[src/verilog/fwdl_pkg.sv]
// Contract
// command 92h starts microcode download
// subcommand 03h offsets, 07h whole image
// sector count: high byte, low byte
// zero sector count means no data
// host sends whole sectors only
// abort on bad subcommand or security lock
// failed requested reload reports uncorrectable
// spin down after reload if spin-up disabled
// offset mode spans several download commands
// buffer offset from cylinder registers, 512-byte units
// host sends segments in order, first zero
// out-of-order segment aborts, drops segments
// last segment: verify then save image
// new firmware active after last segment
// other command drops partial download
// reset drops partial download first
// diagnostics put code in error register
// flush completes before good status
// expected offset kept, cleared on discard
package fwdl_pkg;

  localparam int unsigned ADDR_W = 8;
  localparam int unsigned SECTOR_BYTES = 512;
  localparam int unsigned SECTOR_SHIFT = $clog2(SECTOR_BYTES);
  localparam int unsigned IMG_ADDR_W = 16 + SECTOR_SHIFT;

  // register byte offsets
  localparam logic [7:0] OFF_SUBCMD = 8'h00;
  localparam logic [7:0] OFF_CNT_LO = 8'h04;
  localparam logic [7:0] OFF_CNT_HI = 8'h08;
  localparam logic [7:0] OFF_OFS_LO = 8'h0c;
  localparam logic [7:0] OFF_OFS_HI = 8'h10;
  localparam logic [7:0] OFF_DRIVE = 8'h14;
  localparam logic [7:0] OFF_CMD = 8'h18;
  localparam logic [7:0] OFF_ERROR = 8'h1c;
  localparam logic [7:0] OFF_STATUS = 8'h20;
  localparam logic [7:0] OFF_IRQ_STAT = 8'h24;
  localparam logic [7:0] OFF_IRQ_MASK = 8'h28;
  localparam logic [7:0] OFF_CTRL = 8'h2c;
  localparam logic [7:0] OFF_EXPECT = 8'h30;

  // command and subcommand codes
  localparam logic [7:0] CMD_DOWNLOAD = 8'h92;
  localparam logic [7:0] CMD_DIAG = 8'h90;
  localparam logic [7:0] CMD_FLUSH = 8'he7;
  localparam logic [7:0] SUB_OFFSETS = 8'h03;
  localparam logic [7:0] SUB_WHOLE = 8'h07;

  // error and status bit positions
  localparam int unsigned ERR_ABT = 2;
  localparam int unsigned ERR_UNC = 6;
  localparam int unsigned ST_BSY = 7;
  localparam int unsigned ST_RDY = 6;
  localparam int unsigned ST_DSC = 4;
  localparam int unsigned ST_DRQ = 3;
  localparam int unsigned ST_ERR = 0;
  localparam logic [7:0] STATUS_READY = 8'h50;
  localparam logic [7:0] STATUS_BUSY = 8'h80;
  localparam logic [7:0] STATUS_XFER = 8'h58;

  // interrupt status bits, control bits
  localparam int unsigned IRQ_W = 3;
  localparam int unsigned IRQ_DONE = 0;
  localparam int unsigned IRQ_DISCARD = 1;
  localparam int unsigned IRQ_SAVED = 2;
  localparam int unsigned CTRL_SRST = 0;

  typedef enum logic [2:0] {PH_IDLE, PH_XFER, PH_SAVE, PH_DIAG, PH_FLUSH} fwdl_phase_t;

  typedef struct packed {
    fwdl_phase_t phase;
    logic [7:0] subcmd;
    logic [7:0] cnt_lo;
    logic [7:0] cnt_hi;
    logic [7:0] ofs_lo;
    logic [7:0] ofs_hi;
    logic [7:0] drive;
    logic [7:0] error;
    logic [7:0] status;
    logic [15:0] remain;
    logic [15:0] seg_len;
    logic [15:0] expect_ofs;
    logic seg_active;
    logic whole_mode;
    logic [IRQ_W-1:0] irq_stat;
    logic [IRQ_W-1:0] irq_mask;
    logic irq;
    logic pready;
    logic pslverr;
    logic [31:0] prdata;
    logic save_req;
    logic diag_start;
    logic flush_req;
    logic other_start;
    logic [7:0] other_code;
    logic discard;
    logic fw_activate;
    logic spin_down;
  } fwdl_regs_t;

endpackage

[src/verilog/fwdl_command_handler.sv]
`timescale 1ns/10ps
module fwdl_command_handler (
  // apb slave
  input wire logic pclk,
  input wire logic presetn,
  input wire logic [fwdl_pkg::ADDR_W-1:0] paddr,
  input wire logic psel,
  input wire logic penable,
  input wire logic pwrite,
  input wire logic [31:0] pwdata,
  output logic [31:0] prdata,
  output logic pready,
  output logic pslverr,
  // drive condition, same clock
  input wire logic security_locked,
  input wire logic spinup_disabled,
  // sector stream
  input wire logic sector_done,
  output logic xfer_active,
  output logic [fwdl_pkg::IMG_ADDR_W-1:0] seg_byte_addr,
  // image verify and save
  input wire logic image_complete,
  input wire logic reload_requested,
  input wire logic save_done,
  input wire logic save_ok,
  output logic save_req,
  output logic fw_activate,
  output logic spin_down,
  output logic discard,
  // diagnostics
  input wire logic diag_done,
  input wire logic [7:0] diag_code,
  output logic diag_start,
  // cache flush
  input wire logic flush_done,
  input wire logic flush_ok,
  output logic flush_req,
  // other commands
  output logic other_start,
  output logic [7:0] other_code,
  // interrupt
  output logic irq
);

  fwdl_pkg::fwdl_regs_t r;
  fwdl_pkg::fwdl_regs_t next_r;

  logic acc;
  logic hs_wr;
  logic hs_rd;
  logic idle;
  logic cmd_wr;
  logic srst_wr;
  logic [15:0] cnt_val;
  logic [15:0] ofs_val;
  logic sub_ok;

  assign acc = psel & penable;
  assign hs_wr = acc & r.pready & pwrite;
  assign hs_rd = acc & r.pready & ~pwrite;
  assign idle = (r.phase == fwdl_pkg::PH_IDLE);
  // taskfile writes while busy are ignored, as on a real drive
  assign cmd_wr = hs_wr & idle & (paddr == fwdl_pkg::OFF_CMD);
  assign srst_wr = hs_wr & (paddr == fwdl_pkg::OFF_CTRL) & pwdata[fwdl_pkg::CTRL_SRST];
  // count high/low join
  assign cnt_val = {r.cnt_hi, r.cnt_lo};
  // offset from cylinder
  assign ofs_val = {r.ofs_hi, r.ofs_lo};
  // valid subcommand decode
  assign sub_ok = (r.subcmd == fwdl_pkg::SUB_OFFSETS) | (r.subcmd == fwdl_pkg::SUB_WHOLE);

  function automatic logic addr_mapped(input logic [fwdl_pkg::ADDR_W-1:0] a);
    addr_mapped = (a == fwdl_pkg::OFF_SUBCMD) | (a == fwdl_pkg::OFF_CNT_LO) |
      (a == fwdl_pkg::OFF_CNT_HI) | (a == fwdl_pkg::OFF_OFS_LO) |
      (a == fwdl_pkg::OFF_OFS_HI) | (a == fwdl_pkg::OFF_DRIVE) |
      (a == fwdl_pkg::OFF_CMD) | (a == fwdl_pkg::OFF_ERROR) |
      (a == fwdl_pkg::OFF_STATUS) | (a == fwdl_pkg::OFF_IRQ_STAT) |
      (a == fwdl_pkg::OFF_IRQ_MASK) | (a == fwdl_pkg::OFF_CTRL) |
      (a == fwdl_pkg::OFF_EXPECT);
  endfunction

  always_comb begin
    logic [fwdl_pkg::IRQ_W-1:0] ev;
    ev = '0;
    next_r = r;
    next_r.save_req = 1'b0;
    next_r.diag_start = 1'b0;
    next_r.flush_req = 1'b0;
    next_r.other_start = 1'b0;
    next_r.discard = 1'b0;
    next_r.fw_activate = 1'b0;
    next_r.spin_down = 1'b0;

    // answer one cycle into the access phase so every bus output is a flop
    next_r.pready = acc & ~r.pready;
    next_r.pslverr = acc & ~r.pready & ~addr_mapped(paddr);
    if (acc & ~r.pready & ~pwrite) begin
      unique case (paddr)
        fwdl_pkg::OFF_CNT_LO: next_r.prdata = {24'h000000, r.cnt_lo};
        fwdl_pkg::OFF_CNT_HI: next_r.prdata = {24'h000000, r.cnt_hi};
        fwdl_pkg::OFF_OFS_LO: next_r.prdata = {24'h000000, r.ofs_lo};
        fwdl_pkg::OFF_OFS_HI: next_r.prdata = {24'h000000, r.ofs_hi};
        fwdl_pkg::OFF_DRIVE: next_r.prdata = {24'h000000, r.drive};
        fwdl_pkg::OFF_ERROR: next_r.prdata = {24'h000000, r.error};
        fwdl_pkg::OFF_STATUS: next_r.prdata = {24'h000000, r.status};
        fwdl_pkg::OFF_IRQ_STAT: next_r.prdata = {29'h00000000, r.irq_stat};
        fwdl_pkg::OFF_IRQ_MASK: next_r.prdata = {29'h00000000, r.irq_mask};
        fwdl_pkg::OFF_EXPECT: next_r.prdata = {16'h0000, r.expect_ofs};
        default: next_r.prdata = 32'h00000000;
      endcase
    end

    if (hs_rd & (paddr == fwdl_pkg::OFF_IRQ_STAT)) begin
      next_r.irq_stat = '0;
    end
    if (hs_wr & (paddr == fwdl_pkg::OFF_IRQ_MASK)) begin
      next_r.irq_mask = pwdata[fwdl_pkg::IRQ_W-1:0];
    end
    if (hs_wr & idle) begin
      unique case (paddr)
        fwdl_pkg::OFF_SUBCMD: next_r.subcmd = pwdata[7:0];
        fwdl_pkg::OFF_CNT_LO: next_r.cnt_lo = pwdata[7:0];
        fwdl_pkg::OFF_CNT_HI: next_r.cnt_hi = pwdata[7:0];
        fwdl_pkg::OFF_OFS_LO: next_r.ofs_lo = pwdata[7:0];
        fwdl_pkg::OFF_OFS_HI: next_r.ofs_hi = pwdata[7:0];
        fwdl_pkg::OFF_DRIVE: next_r.drive = pwdata[7:0];
        default: next_r.drive = r.drive;
      endcase
    end

    if (srst_wr) begin
      // reset drops segments
      next_r.phase = fwdl_pkg::PH_IDLE;
      next_r.discard = r.seg_active;
      ev[fwdl_pkg::IRQ_DISCARD] = r.seg_active;
      next_r.seg_active = 1'b0;
      // clear on discard
      next_r.expect_ofs = '0;
      next_r.error = '0;
      next_r.status = fwdl_pkg::STATUS_READY;
    end else begin
      unique case (r.phase)
        fwdl_pkg::PH_IDLE: begin
          if (cmd_wr) begin
            next_r.error = '0;
            next_r.status = fwdl_pkg::STATUS_READY;
            // other command drops partial
            if ((pwdata[7:0] != fwdl_pkg::CMD_DOWNLOAD) & r.seg_active) begin
              next_r.discard = 1'b1;
              ev[fwdl_pkg::IRQ_DISCARD] = 1'b1;
              next_r.seg_active = 1'b0;
              next_r.expect_ofs = '0;
            end
            // decode download command
            if (pwdata[7:0] == fwdl_pkg::CMD_DOWNLOAD) begin
              // abort bad or locked
              if (~sub_ok | security_locked) begin
                next_r.error[fwdl_pkg::ERR_ABT] = 1'b1;
                next_r.status[fwdl_pkg::ST_ERR] = 1'b1;
                ev[fwdl_pkg::IRQ_DONE] = 1'b1;
              // out-of-order segment abort
              end else if ((r.subcmd == fwdl_pkg::SUB_OFFSETS) & (ofs_val != r.expect_ofs)) begin
                next_r.error[fwdl_pkg::ERR_ABT] = 1'b1;
                next_r.status[fwdl_pkg::ST_ERR] = 1'b1;
                next_r.discard = r.seg_active;
                ev[fwdl_pkg::IRQ_DISCARD] = r.seg_active;
                next_r.seg_active = 1'b0;
                next_r.expect_ofs = '0;
                ev[fwdl_pkg::IRQ_DONE] = 1'b1;
              // zero length, no data
              end else if (cnt_val == 16'h0000) begin
                ev[fwdl_pkg::IRQ_DONE] = 1'b1;
              end else begin
                // offset mode spans commands
                next_r.whole_mode = (r.subcmd == fwdl_pkg::SUB_WHOLE);
                if (r.subcmd == fwdl_pkg::SUB_WHOLE) begin
                  next_r.discard = r.seg_active;
                  ev[fwdl_pkg::IRQ_DISCARD] = r.seg_active;
                  next_r.seg_active = 1'b0;
                  next_r.expect_ofs = '0;
                end
                next_r.remain = cnt_val;
                next_r.seg_len = cnt_val;
                next_r.status = fwdl_pkg::STATUS_XFER;
                next_r.phase = fwdl_pkg::PH_XFER;
              end
            end else if (pwdata[7:0] == fwdl_pkg::CMD_DIAG) begin
              next_r.diag_start = 1'b1;
              next_r.status = fwdl_pkg::STATUS_BUSY;
              next_r.phase = fwdl_pkg::PH_DIAG;
            end else if (pwdata[7:0] == fwdl_pkg::CMD_FLUSH) begin
              next_r.flush_req = 1'b1;
              next_r.status = fwdl_pkg::STATUS_BUSY;
              next_r.phase = fwdl_pkg::PH_FLUSH;
            end else begin
              // handed to the rest of the drive, completes here at once
              next_r.other_start = 1'b1;
              next_r.other_code = pwdata[7:0];
              ev[fwdl_pkg::IRQ_DONE] = 1'b1;
            end
          end
        end
        fwdl_pkg::PH_XFER: begin
          // whole sectors only
          if (sector_done) begin
            next_r.remain = r.remain - 16'h0001;
            if (r.remain == 16'h0001) begin
              // advance expected offset
              next_r.expect_ofs = r.whole_mode ? 16'h0000 : r.expect_ofs + r.seg_len;
              next_r.seg_active = ~r.whole_mode;
              // last segment verify, save
              if (r.whole_mode | image_complete) begin
                next_r.save_req = 1'b1;
                next_r.status = fwdl_pkg::STATUS_BUSY;
                next_r.phase = fwdl_pkg::PH_SAVE;
              end else begin
                next_r.status = fwdl_pkg::STATUS_READY;
                ev[fwdl_pkg::IRQ_DONE] = 1'b1;
                next_r.phase = fwdl_pkg::PH_IDLE;
              end
            end
          end
        end
        fwdl_pkg::PH_SAVE: begin
          if (save_done) begin
            next_r.seg_active = 1'b0;
            next_r.expect_ofs = '0;
            next_r.status = fwdl_pkg::STATUS_READY;
            next_r.phase = fwdl_pkg::PH_IDLE;
            ev[fwdl_pkg::IRQ_DONE] = 1'b1;
            if (save_ok) begin
              // activate new firmware
              next_r.fw_activate = 1'b1;
              ev[fwdl_pkg::IRQ_SAVED] = 1'b1;
              // spin down after reload
              next_r.spin_down = reload_requested & spinup_disabled;
            // unc only when requested
            end else if (reload_requested) begin
              next_r.error[fwdl_pkg::ERR_UNC] = 1'b1;
              next_r.status[fwdl_pkg::ST_ERR] = 1'b1;
            end else begin
              next_r.error[fwdl_pkg::ERR_ABT] = 1'b1;
              next_r.status[fwdl_pkg::ST_ERR] = 1'b1;
            end
          end
        end
        fwdl_pkg::PH_DIAG: begin
          if (diag_done) begin
            // diagnostic code in error
            next_r.error = diag_code;
            next_r.status = fwdl_pkg::STATUS_READY;
            next_r.phase = fwdl_pkg::PH_IDLE;
            ev[fwdl_pkg::IRQ_DONE] = 1'b1;
          end
        end
        fwdl_pkg::PH_FLUSH: begin
          // good status after flush
          if (flush_done) begin
            next_r.status = fwdl_pkg::STATUS_READY;
            next_r.error[fwdl_pkg::ERR_ABT] = ~flush_ok;
            next_r.status[fwdl_pkg::ST_ERR] = ~flush_ok;
            next_r.phase = fwdl_pkg::PH_IDLE;
            ev[fwdl_pkg::IRQ_DONE] = 1'b1;
          end
        end
        default: next_r.phase = fwdl_pkg::PH_IDLE;
      endcase
    end

    // a new event wins over the clear-on-read in the same cycle
    next_r.irq_stat = next_r.irq_stat | ev;
    next_r.irq = |(next_r.irq_stat & next_r.irq_mask);
  end

  always_ff @(posedge pclk or negedge presetn) begin
    if (!presetn) begin
      r <= '0;
      r.status <= fwdl_pkg::STATUS_READY;
    end else begin
      r <= next_r;
    end
  end

  assign prdata = r.prdata;
  assign pready = r.pready;
  assign pslverr = r.pslverr;
  assign xfer_active = r.status[fwdl_pkg::ST_DRQ];
  assign seg_byte_addr = {r.expect_ofs, {fwdl_pkg::SECTOR_SHIFT{1'b0}}};
  assign save_req = r.save_req;
  assign fw_activate = r.fw_activate;
  assign spin_down = r.spin_down;
  assign discard = r.discard;
  assign diag_start = r.diag_start;
  assign flush_req = r.flush_req;
  assign other_start = r.other_start;
  assign other_code = r.other_code;
  assign irq = r.irq;

  logic dl_wr;
  assign dl_wr = cmd_wr & (pwdata[7:0] == fwdl_pkg::CMD_DOWNLOAD) & ~srst_wr;
endmodule

[config.mk]
export PLATFORM = sky130hd
export DESIGN_NAME = fwdl_command_handler
export DESIGN_NICKNAME = d
export VERILOG_FILES = /design/src/verilog/fwdl_pkg.sv /design/src/verilog/fwdl_command_handler.sv
export SDC_FILE = /design/constraint.sdc
export NUM_CORES = 1
export LEC_CHECK = 0
export ABC_CLOCK_PERIOD_IN_PS = 7300
export CAP_MARGIN = 20
export CORE_MARGIN = 3
export CORE_UTILIZATION = 45
export DETAILED_ROUTE_END_ITERATION = 10
export DONT_BUFFER_PORTS = 1
export MAX_ROUTING_LAYER = met4
export SLEW_MARGIN = 30
export SYNTH_ARGS = -nofsm -noshare
export SYNTH_HDL_FRONTEND = slang
export SYNTH_SLANG_ARGS = --single-unit
[constraint.sdc]
create_clock -name pclk -period 7.3 [get_ports pclk]
set_clock_uncertainty 0.05 [all_clocks]
set_input_delay 0.365 -clock pclk [delete_from_list [all_inputs] [get_ports pclk]]
set_output_delay 0.365 -clock pclk [all_outputs]
set_load 0.02 [all_outputs]
==> results of run 1 <==
## registers in the layout (all words and copies together) (netlist names), 8 cells and up
| name | count |
|---|---|
| r | 70 |
| ofs_val | 16 |
| other_code | 8 |
| prdata | 16 |
| cnt_val | 16 |
| seg_byte_addr | 16 |
## placed cells by master, fill, tap and decap left out, types with 7 or more instances in the layout
cell type / count
dfrtp_1: 152
nand2_1: 124
nor2_1: 53
o21ai_0: 51
mux2_2: 45
nand3_1: 28
a21oi_1: 25
conb_1: 25
a22o_1: 22
xor2_1: 20
inv_1: 19
ha_1: 17
clkbuf_16: 17
a31oi_1: 15
a22oi_1: 14
nor4_1: 13
o21ai_1: 13
a221oi_1: 12
a21o_1: 11
or3_1: 10
nor3_1: 8
xnor2_1: 8
or4_1: 7
nand2b_1: 7
o21a_1: 7
## routing by layer
layer	global-route usage, %	vias up	routed length [um]
li1	-	2940	-
met1	30.9	3235	9800
met2	38.8	279	11400
met3	4.91	27	1690
met4	7.07	0	374
met5	-	-	0
## per-stage QoR
| step | setup WS (ns) | hold slack [ns] |
|---|---|---|
| 5_1_grt | 3.64 | 0.0217 |
| 6_report | 3.82 | 0.0252 |
| 2_1_floorplan | 4.57 | 0.0194 |
| 3_3_place_gp | 3.98 | 0.0263 |
| 4_1_cts | 3.87 | 0.0138 |
| 3_5_place_dp | 3.88 | 0.0278 |
## worst max path at each step
stage / from / end / slack (ns) / cells past startpoint
final: seg_byte_addr[22]$_DFFE_PN0P_ / r[92]$_DFFE_PN0P_ / 3.82 / 7
after global routing: seg_byte_addr[22]$_DFFE_PN0P_ / r[92]$_DFFE_PN0P_ / 3.64 / 7
after CTS: seg_byte_addr[13]$_DFFE_PN0P_ / r[92]$_DFFE_PN0P_ / 3.87 / 7
after detailed placement: seg_byte_addr[13]$_DFFE_PN0P_ / r[92]$_DFFE_PN0P_ / 3.88 / 7
after global placement: seg_byte_addr[21]$_DFFE_PN0P_ / r[91]$_DFFE_PN0P_ / 3.98 / 7
after floorplan: paddr[2] / r[91]$_DFFE_PN0P_ / 4.57 / 10
## repair_timing
action	CTS	global route
endpoints found under the hold margin	153	0
setup endpoints to repair	0	0
gates resized for setup	0	0
hold buffers	2	0
## worst max-delay path: cells and delay by family (launching register included)
kind             cells  cell delay, ns
flip-flops           1            0.54
AND/OR/NAND/NOR      2            1.07
AO/OA/AOI/OAI        4            1.44
XOR/XNOR             1            0.21
## final cells by class
| cell class | count | area [um^2] | share of cell area [%] |
|---|---|---|---|
| multi-input cells | 617 | 3940 | 44.9 |
| flip-flops and latches | 153 | 3830 | 43.6 |
| clock buffers | 22 | 494 | 5.62 |
| well taps | 229 | 287 | 3.26 |
| clock inverters | 10 | 91.3 | 1.04 |
| inverters | 19 | 71.3 | 0.812 |
| repair buffers | 6 | 67.6 | 0.769 |
| diodes | 2 | 5.00 | 0.0570 |
## power by group through the flow
stage          sequential (mW)  combinational, mW  clock, mW
2_1_floorplan            0.891             0.0696          0
3_3_place_gp             0.905             0.0472          0
3_5_place_dp             0.905             0.0485          0
4_1_cts                  0.890             0.0682      0.881
5_1_grt                  0.892             0.0767      0.915
6_report                 0.891             0.0671      0.868
## kinds of logic (layout without fill, tap and decap cells)
group / Yosys count / count (layout) / share of synthesized area (%)
other: 1 / 27 / 0.0449
buffers and inverters: 115 / 57 / 8.29
adder cells (fa/ha/maj): 18 / 18 / 2.79
multiplexers: 46 / 46 / 6.19
AND/OR/NAND/NOR: 288 / 288 / 16.7
XOR/XNOR: 28 / 28 / 2.94
flip-flops: 153 / 153 / 45.9
AO/OA/AOI/OAI: 212 / 212 / 17.2
==> summary.txt, run 1 <==
Clocking
  – Postcts setup bufs: 0
  – Skew-Pair Late Insertion Delay: 0.43 ns
  – Root buf cell: clkbuf_16
  – Htree depth: 4
  – Clock sinks: 153
  – Clk slew on worst S/H paths: 0.06 ns
  – TritonCTS clock tree: yes
  – CTS max path bufs: 2
  – CTS buffer count: 17

Route
  – Wire per inst: 22.0 um
  – Total number of vias: 6481
  – Final antenna-violating net count: 0
  – Routed WL: 23.2 mm
  – Initial DRC count: 418
  – Detailed Routing Iterations Pass 1: 5
  – Post-DR vias/cell: 6.13
  – DRC: 0

Yosys
  – Post-Syn Instances: 861
  – Seq cells post-synth: 153
  – Seq/Total Area, Yosys: 45.9%
  – Ranking of synthesized cells by area: dfrtp_1, mux2_2, buf_4
  – Post-synth top area share: 45.5%
  – Post-synth top cells: dfrtp_1, nand2_1, buf_4
  – Post-synth ARST share: 100%
  – Mean Syn Cell Area: 9.70 um^2
  – Number of synthesis warnings: 0
  – Synth Cell Area: 0.00835 mm^2
  – Post-synth EDFFs: 0
  – Area leader, netlist: dfrtp_1
  – Count leader, synth: dfrtp_1
  – Synth unique cells: 68
  – Primary FF master, synth: dfrtp_1

Place
  – Cells after DPL: 1022
  – Placed inst area: 0.00816 mm^2
  – Post-DP HPWL: 16.9 mm
  – # port buffers: 0
  – Gpl congestion: 0.929

STA
  – Final Hold Violating Endpoints: 0
  – Fin crit period: 3.48 ns
  – Fmax: 0.288 GHz
  – Setup-failing EPs final: 0
  – Fin. max-slew vios: 0
  – Total negative slack: 0 ns
  – Worst-Margin Slew: 1.02 ns
  – Final Cycle Share: 47.6%
  – Max-slew headroom: 31.6%
  – RSZ-0062 raised after global routing: no

Die
  – Chip Height: 142 um
  – Area of the core: 0.0181 mm^2
  – Die width: 142 um
  – Num rows: 49
  – Initial Utilization: 46.2%
  – Ports: 139
  – DIE AREA: 0.0202 mm^2

Final layout
  – Fillers: 1657
  – Fin util: 48.6%
  – Finished Layout Cells: 1058
  – Synth-to-layout area growth: 5.23%
  – Final Cell Area: 0.00879 mm^2
  – # nets final: 895
  – Layout cells sized above 1: 11.4%

Worst hold path
  – Hold path startpoint: diag_code[3]
  – HP Class: in -> reg
  – Worst Hold Endpoint: r[117]$_DFFE_PN0P_
  – Hold Crit Depth: 2

Power
  – Leakage: 4.39 nW
  – Power density over cell area: 208 mW/mm^2
  – Peak VDD IR: 0.150 mV
  – Logic gate share of total power: 3.7%
  – Clock share of power: 47.5%
  – Psw: 428 uW
  – Pint: 1.40 mW
  – Sequential power share: 48.8%
  – Power, Total: 1.83 mW
  – Sw Ratio: 23.4%

Setup path
  – Worst path cell trace: xor2_1 -> nor4_1 -> a41oi_1 -> or3_1 -> a211o_1 -> o21ai_0 -> o21ai_1
  – Crit-path max cell delay: 0.64 ns
  – Worst reg-to-reg setup slack: 3.82 ns
  – Largest fanout on the critical path: 31
  – Worst r2r src: seg_byte_addr[22]$_DFFE_PN0P_
  – Critical path launch point type: flop
  – Reg2reg path depth: 7
  – FF-to-FF End: r[92]$_DFFE_PN0P_
  – CP arrival: 3.71 ns
  – Crit path kind: reg -> reg
  – Slowest stage cell, crit path: a211o_1
  – CP Capture Type: flop
  – Worst endpoint required time: 7.53 ns

GRT
  – Total global-route track usage: 24.1%
  – Largest net degree at the start of global routing: 154
  – GRT overflow: 0
  – Global-route wire length before repair: 36.4 mm
  – Vias in the first global route: 6508
  – Initial antenna violation count: 0

Run
  – Total of max-cap violations: 0

Outcome
  – Status: completed
Power figures use the tool's default switching activity.
==> run 2, diff against run 1 <==
--- a/config.mk
+++ b/config.mk
@@ -5,7 +5,8 @@
 export SDC_FILE = /design/constraint.sdc
 export NUM_CORES = 1
 export LEC_CHECK = 0
-export ABC_CLOCK_PERIOD_IN_PS = 7300
+export ABC_AREA = 1
+export ABC_CLOCK_PERIOD_IN_PS = 3400
 export CAP_MARGIN = 20
 export CORE_MARGIN = 3
 export CORE_UTILIZATION = 45
==> constraint.sdc (replaced) <==
create_clock -name pclk -period 3.4 [get_ports pclk]
set_clock_uncertainty 0.05 [all_clocks]
set_input_delay 0.17 -clock pclk [delete_from_list [all_inputs] [get_ports pclk]]
set_output_delay 0.17 -clock pclk [all_outputs]
set_load 0.02 [all_outputs]
==> summary.txt, run 2 <==
Clocking
  – CTS buffer count: 17 (unchanged)
  – CTS max path bufs: 2 (unchanged)
  – Clk slew on worst S/H paths: 0.07 ns (was 0.06 ns)
  – TritonCTS clock tree: yes (unchanged)
  – Root buf cell: clkbuf_16 (unchanged)
  – Htree depth: 4 (unchanged)
  – Clock sinks: 153 (unchanged)
  – Postcts setup bufs: 0 (unchanged)
  – Skew-Pair Late Insertion Delay: 0.43 ns (about the same)
  – CTS resizes: 0 (unchanged)
  – Hold_buf cts: 21 (was 2)

Place
  – Gpl congestion: 0.958 (was 0.929)
  – # port buffers: 0 (unchanged)
  – Cells after DPL: 1500 (was 1022)
  – Post-DP HPWL: 19.9 mm (was 16.9 mm)

Final layout
  – Leading cell types in the layout, fill and taps excluded: nand2_1, dfrtp_1, inv_1 (was dfrtp_1, nand2_1, nor2_1)
  – # nets final: 1356 (was 895)
  – Largest reg by FF count: r (unchanged)
  – N_diodes: 0 (was 2)
  – Commonest non-fill, non-tap cell in the layout: nand2_1 (was dfrtp_1)
  – Layout cells sized above 1: 5.82% (was 11.4%)
  – Synth-to-layout area growth: 7.63% (was 5.23%)
  – Max FFs per register: 70 (unchanged)
  – Finished Layout Cells: 1553 (was 1058)
  – Fillers: 1980 (was 1657)

STA
  – Setup-failing EPs final: 0 (unchanged)
  – Final hold slack: -0.615 ns (was 0.0252 ns)
  – Final Hold Violating Endpoints: 153 (was 0)
  – Fin crit period: 3.16 ns (was 3.48 ns)
  – Final Cycle Share: 92.9% (was 47.6%)
  – RSZ-0062 raised after global routing: no (unchanged)
  – Worst-Margin Slew: 0.719 ns (was 1.02 ns)
  – Fin. max-slew vios: 0 (unchanged)
  – Max-slew headroom: 52.1% (was 31.6%)
  – Total negative slack: 0 ns (unchanged)
  – Fmax: 0.317 GHz (was 0.288 GHz)

Yosys
  – Post-synth EDFFs: 0 (unchanged)
  – Post-synth ARST share: 100% (unchanged)
  – Post-Syn Instances: 1285 (was 861)
  – Synth Cell Area: 0.00923 mm^2 (was 0.00835 mm^2)
  – Seq/Total Area, Yosys: 41.5% (was 45.9%)
  – Post-synth top cells: nand2_1, dfrtp_1, inv_1 (was dfrtp_1, nand2_1, buf_4)
  – Seq cells post-synth: 153 (unchanged)
  – Ranking of synthesized cells by area: dfrtp_1, nand2_1, o21ai_0 (was dfrtp_1, mux2_2, buf_4)
  – Count leader, synth: nand2_1 (was dfrtp_1)
  – Synth unique cells: 50 (was 68)
  – Mean Syn Cell Area: 7.19 um^2 (was 9.70 um^2)
  – Number of synthesis warnings: 0 (unchanged)
  – Area leader, netlist: dfrtp_1 (unchanged)
  – Primary FF master, synth: dfrtp_1 (unchanged)
  – Post-synth top area share: 41.2% (was 45.5%)

Run
  – Total of max-cap violations: 0 (unchanged)

Route
  – Wire per inst: 17.4 um (was 22.0 um)
  – Total number of vias: 8243 (was 6481)
  – Final antenna-violating net count: 0 (unchanged)
  – Initial DRC count: 643 (was 418)
  – Post-DR vias/cell: 5.31 (was 6.13)
  – Routed WL: 27.1 mm (was 23.2 mm)
  – DRC: 0 (unchanged)
  – Detailed Routing Iterations Pass 1: 5 (unchanged)

Setup path
  – Largest fanout on the critical path: 8 (was 31)
  – Worst reg-to-reg setup slack: 0.24 ns (was 3.82 ns)
  – Crit path kind: reg -> reg (unchanged)
  – CP arrival: 3.44 ns (was 3.71 ns)
  – CP Capture Type: flop (unchanged)
  – Reg2reg path depth: 11 (was 7)
  – Most used cell, CP: nand3_1
  – Critical path launch point type: flop (unchanged)
  – Worst endpoint required time: 3.68 ns (was 7.53 ns)
  – FF-to-FF End: spin_down$_DFF_PN0_ (was r[92]$_DFFE_PN0P_)
  – Worst r2r src: pready$_DFF_PN0_ (was seg_byte_addr[22]$_DFFE_PN0P_)
  – Worst path cell trace: nand3_1 -> nor2_2 -> nand3_1 -> nand2_1 -> nor2_1 -> nand2_1 -> dlygate4sd3_1 -> inv_1 -> nand3_1 -> dlygate4sd3_1 -> inv_1 (was xor2_1 -> nor4_1 -> a41oi_1 -> or3_1 -> a211o_1 -> o21ai_0 -> o21ai_1)
  – Crit-path max cell delay: 0.65 ns (was 0.64 ns)
  – Slowest stage cell, crit path: dlygate4sd3_1 (was a211o_1)

Die
  – Initial Utilization: 46.7% (was 46.2%)
  – Area of the core: 0.0198 mm^2 (was 0.0181 mm^2)
  – Ports: 139 (unchanged)
  – Die width: 149 um (was 142 um)
  – Num rows: 51 (was 49)
  – Chip Height: 149 um (was 142 um)
  – DIE AREA: 0.0223 mm^2 (was 0.0202 mm^2)

GRT
  – Global-route wire length before repair: 43.1 mm (was 36.4 mm)
  – GRT overflow: 0 (unchanged)
  – Largest net degree at the start of global routing: 154 (unchanged)
  – Vias in the first global route: 7639 (was 6508)
  – Initial antenna violation count: 0 (unchanged)
  – Total global-route track usage: 25.8% (was 24.1%)

Power
  – Leakage: 4.93 nW (was 4.39 nW)
  – Power, Total: 3.96 mW (was 1.83 mW)
  – Power density over cell area: 399 mW/mm^2 (was 208 mW/mm^2)
  – Peak VDD IR: 0.315 mV (was 0.150 mV)

Worst hold path
  – HP Class: in -> async (was in -> reg)

Outcome
  – Status: finished with violations (was completed)
  – Violated checks: hold timing
run 2: cell families (layout without fill, tap and decap cells):
logic type | count (synthesis) | in the layout | synth area share (%)
AND/OR/NAND/NOR | 646 | 646 | 29.5
XOR/XNOR | 6 | 6 | 0.569
flip-flops | 153 | 153 | 41.5
buffers and inverters | 249 | 228 | 13.2
AO/OA/AOI/OAI | 212 | 212 | 12.7
adder cells (fa/ha/maj) | 18 | 18 | 2.52
other | 1 | 25 | 0.0406
run 2: final cells by class:
cell class              count  area [um^2]  area share [%]
inverters                 157          594            5.98
well taps                 265          332            3.34
flip-flops and latches    153         3830            38.5
repair buffers             39          345            3.47
clock buffers              17          425            4.28
clock inverters            15          136            1.37
multi-input cells         907         4280            43.0
run 2: report_power, final:
| group | leakage, nW | internal, mW | switching (mW) |
|---|---|---|---|
| registers | 2.06 | 1.85 | 0.0439 |
| clock network | 0.271 | 0.965 | 0.858 |
| logic | 2.60 | 0.0755 | 0.166 |
run 2: how the worst max path moves through the flow:
stage,from,end,slack [ns]
after floorplan,seg_byte_addr[9]$_DFFE_PN0P_,seg_byte_addr[19]$_DFFE_PN0P_,1.47
after global placement,r[172]$_DFFE_PN0P_,seg_byte_addr[19]$_DFFE_PN0P_,0.82
after detailed placement,r[171]$_DFFE_PN0P_,seg_byte_addr[19]$_DFFE_PN0P_,0.78
after CTS,pready$_DFF_PN0_,spin_down$_DFF_PN0_,0.33
after global routing,pready$_DFF_PN0_,spin_down$_DFF_PN0_,0.07
final,pready$_DFF_PN0_,spin_down$_DFF_PN0_,0.24
run 2: worst max-delay path, delay by kind of cell (launching register included):
family                 cells  cell delay (ns)
and+or+nand+nor            7             1.23
buffers and inverters      4             1.30
DFF                        1             0.48
run 2: per-stage QoR:
step | utilization (%) | cell area (um^2) | setup WS [ns]
detailed placement | 46.3 | 9170 | 0.783
global placement | 46.3 | 9170 | 0.825
global route | 50.2 | 9940 | 0.0720
finish | 50.2 | 9940 | 0.241
floorplan | - | 9320 | 1.47
CTS | 50.2 | 9940 | 0.327
run 2: metal layers:
metal / track usage, % / routed length [um] / vias up
li1: - / - / 4050
met1: 36.6 / 12800 / 3879
met2: 36.8 / 11500 / 271
met3: 5.59 / 1950 / 43
met4: 8.28 / 726 / 0
met5: - / 0 / -
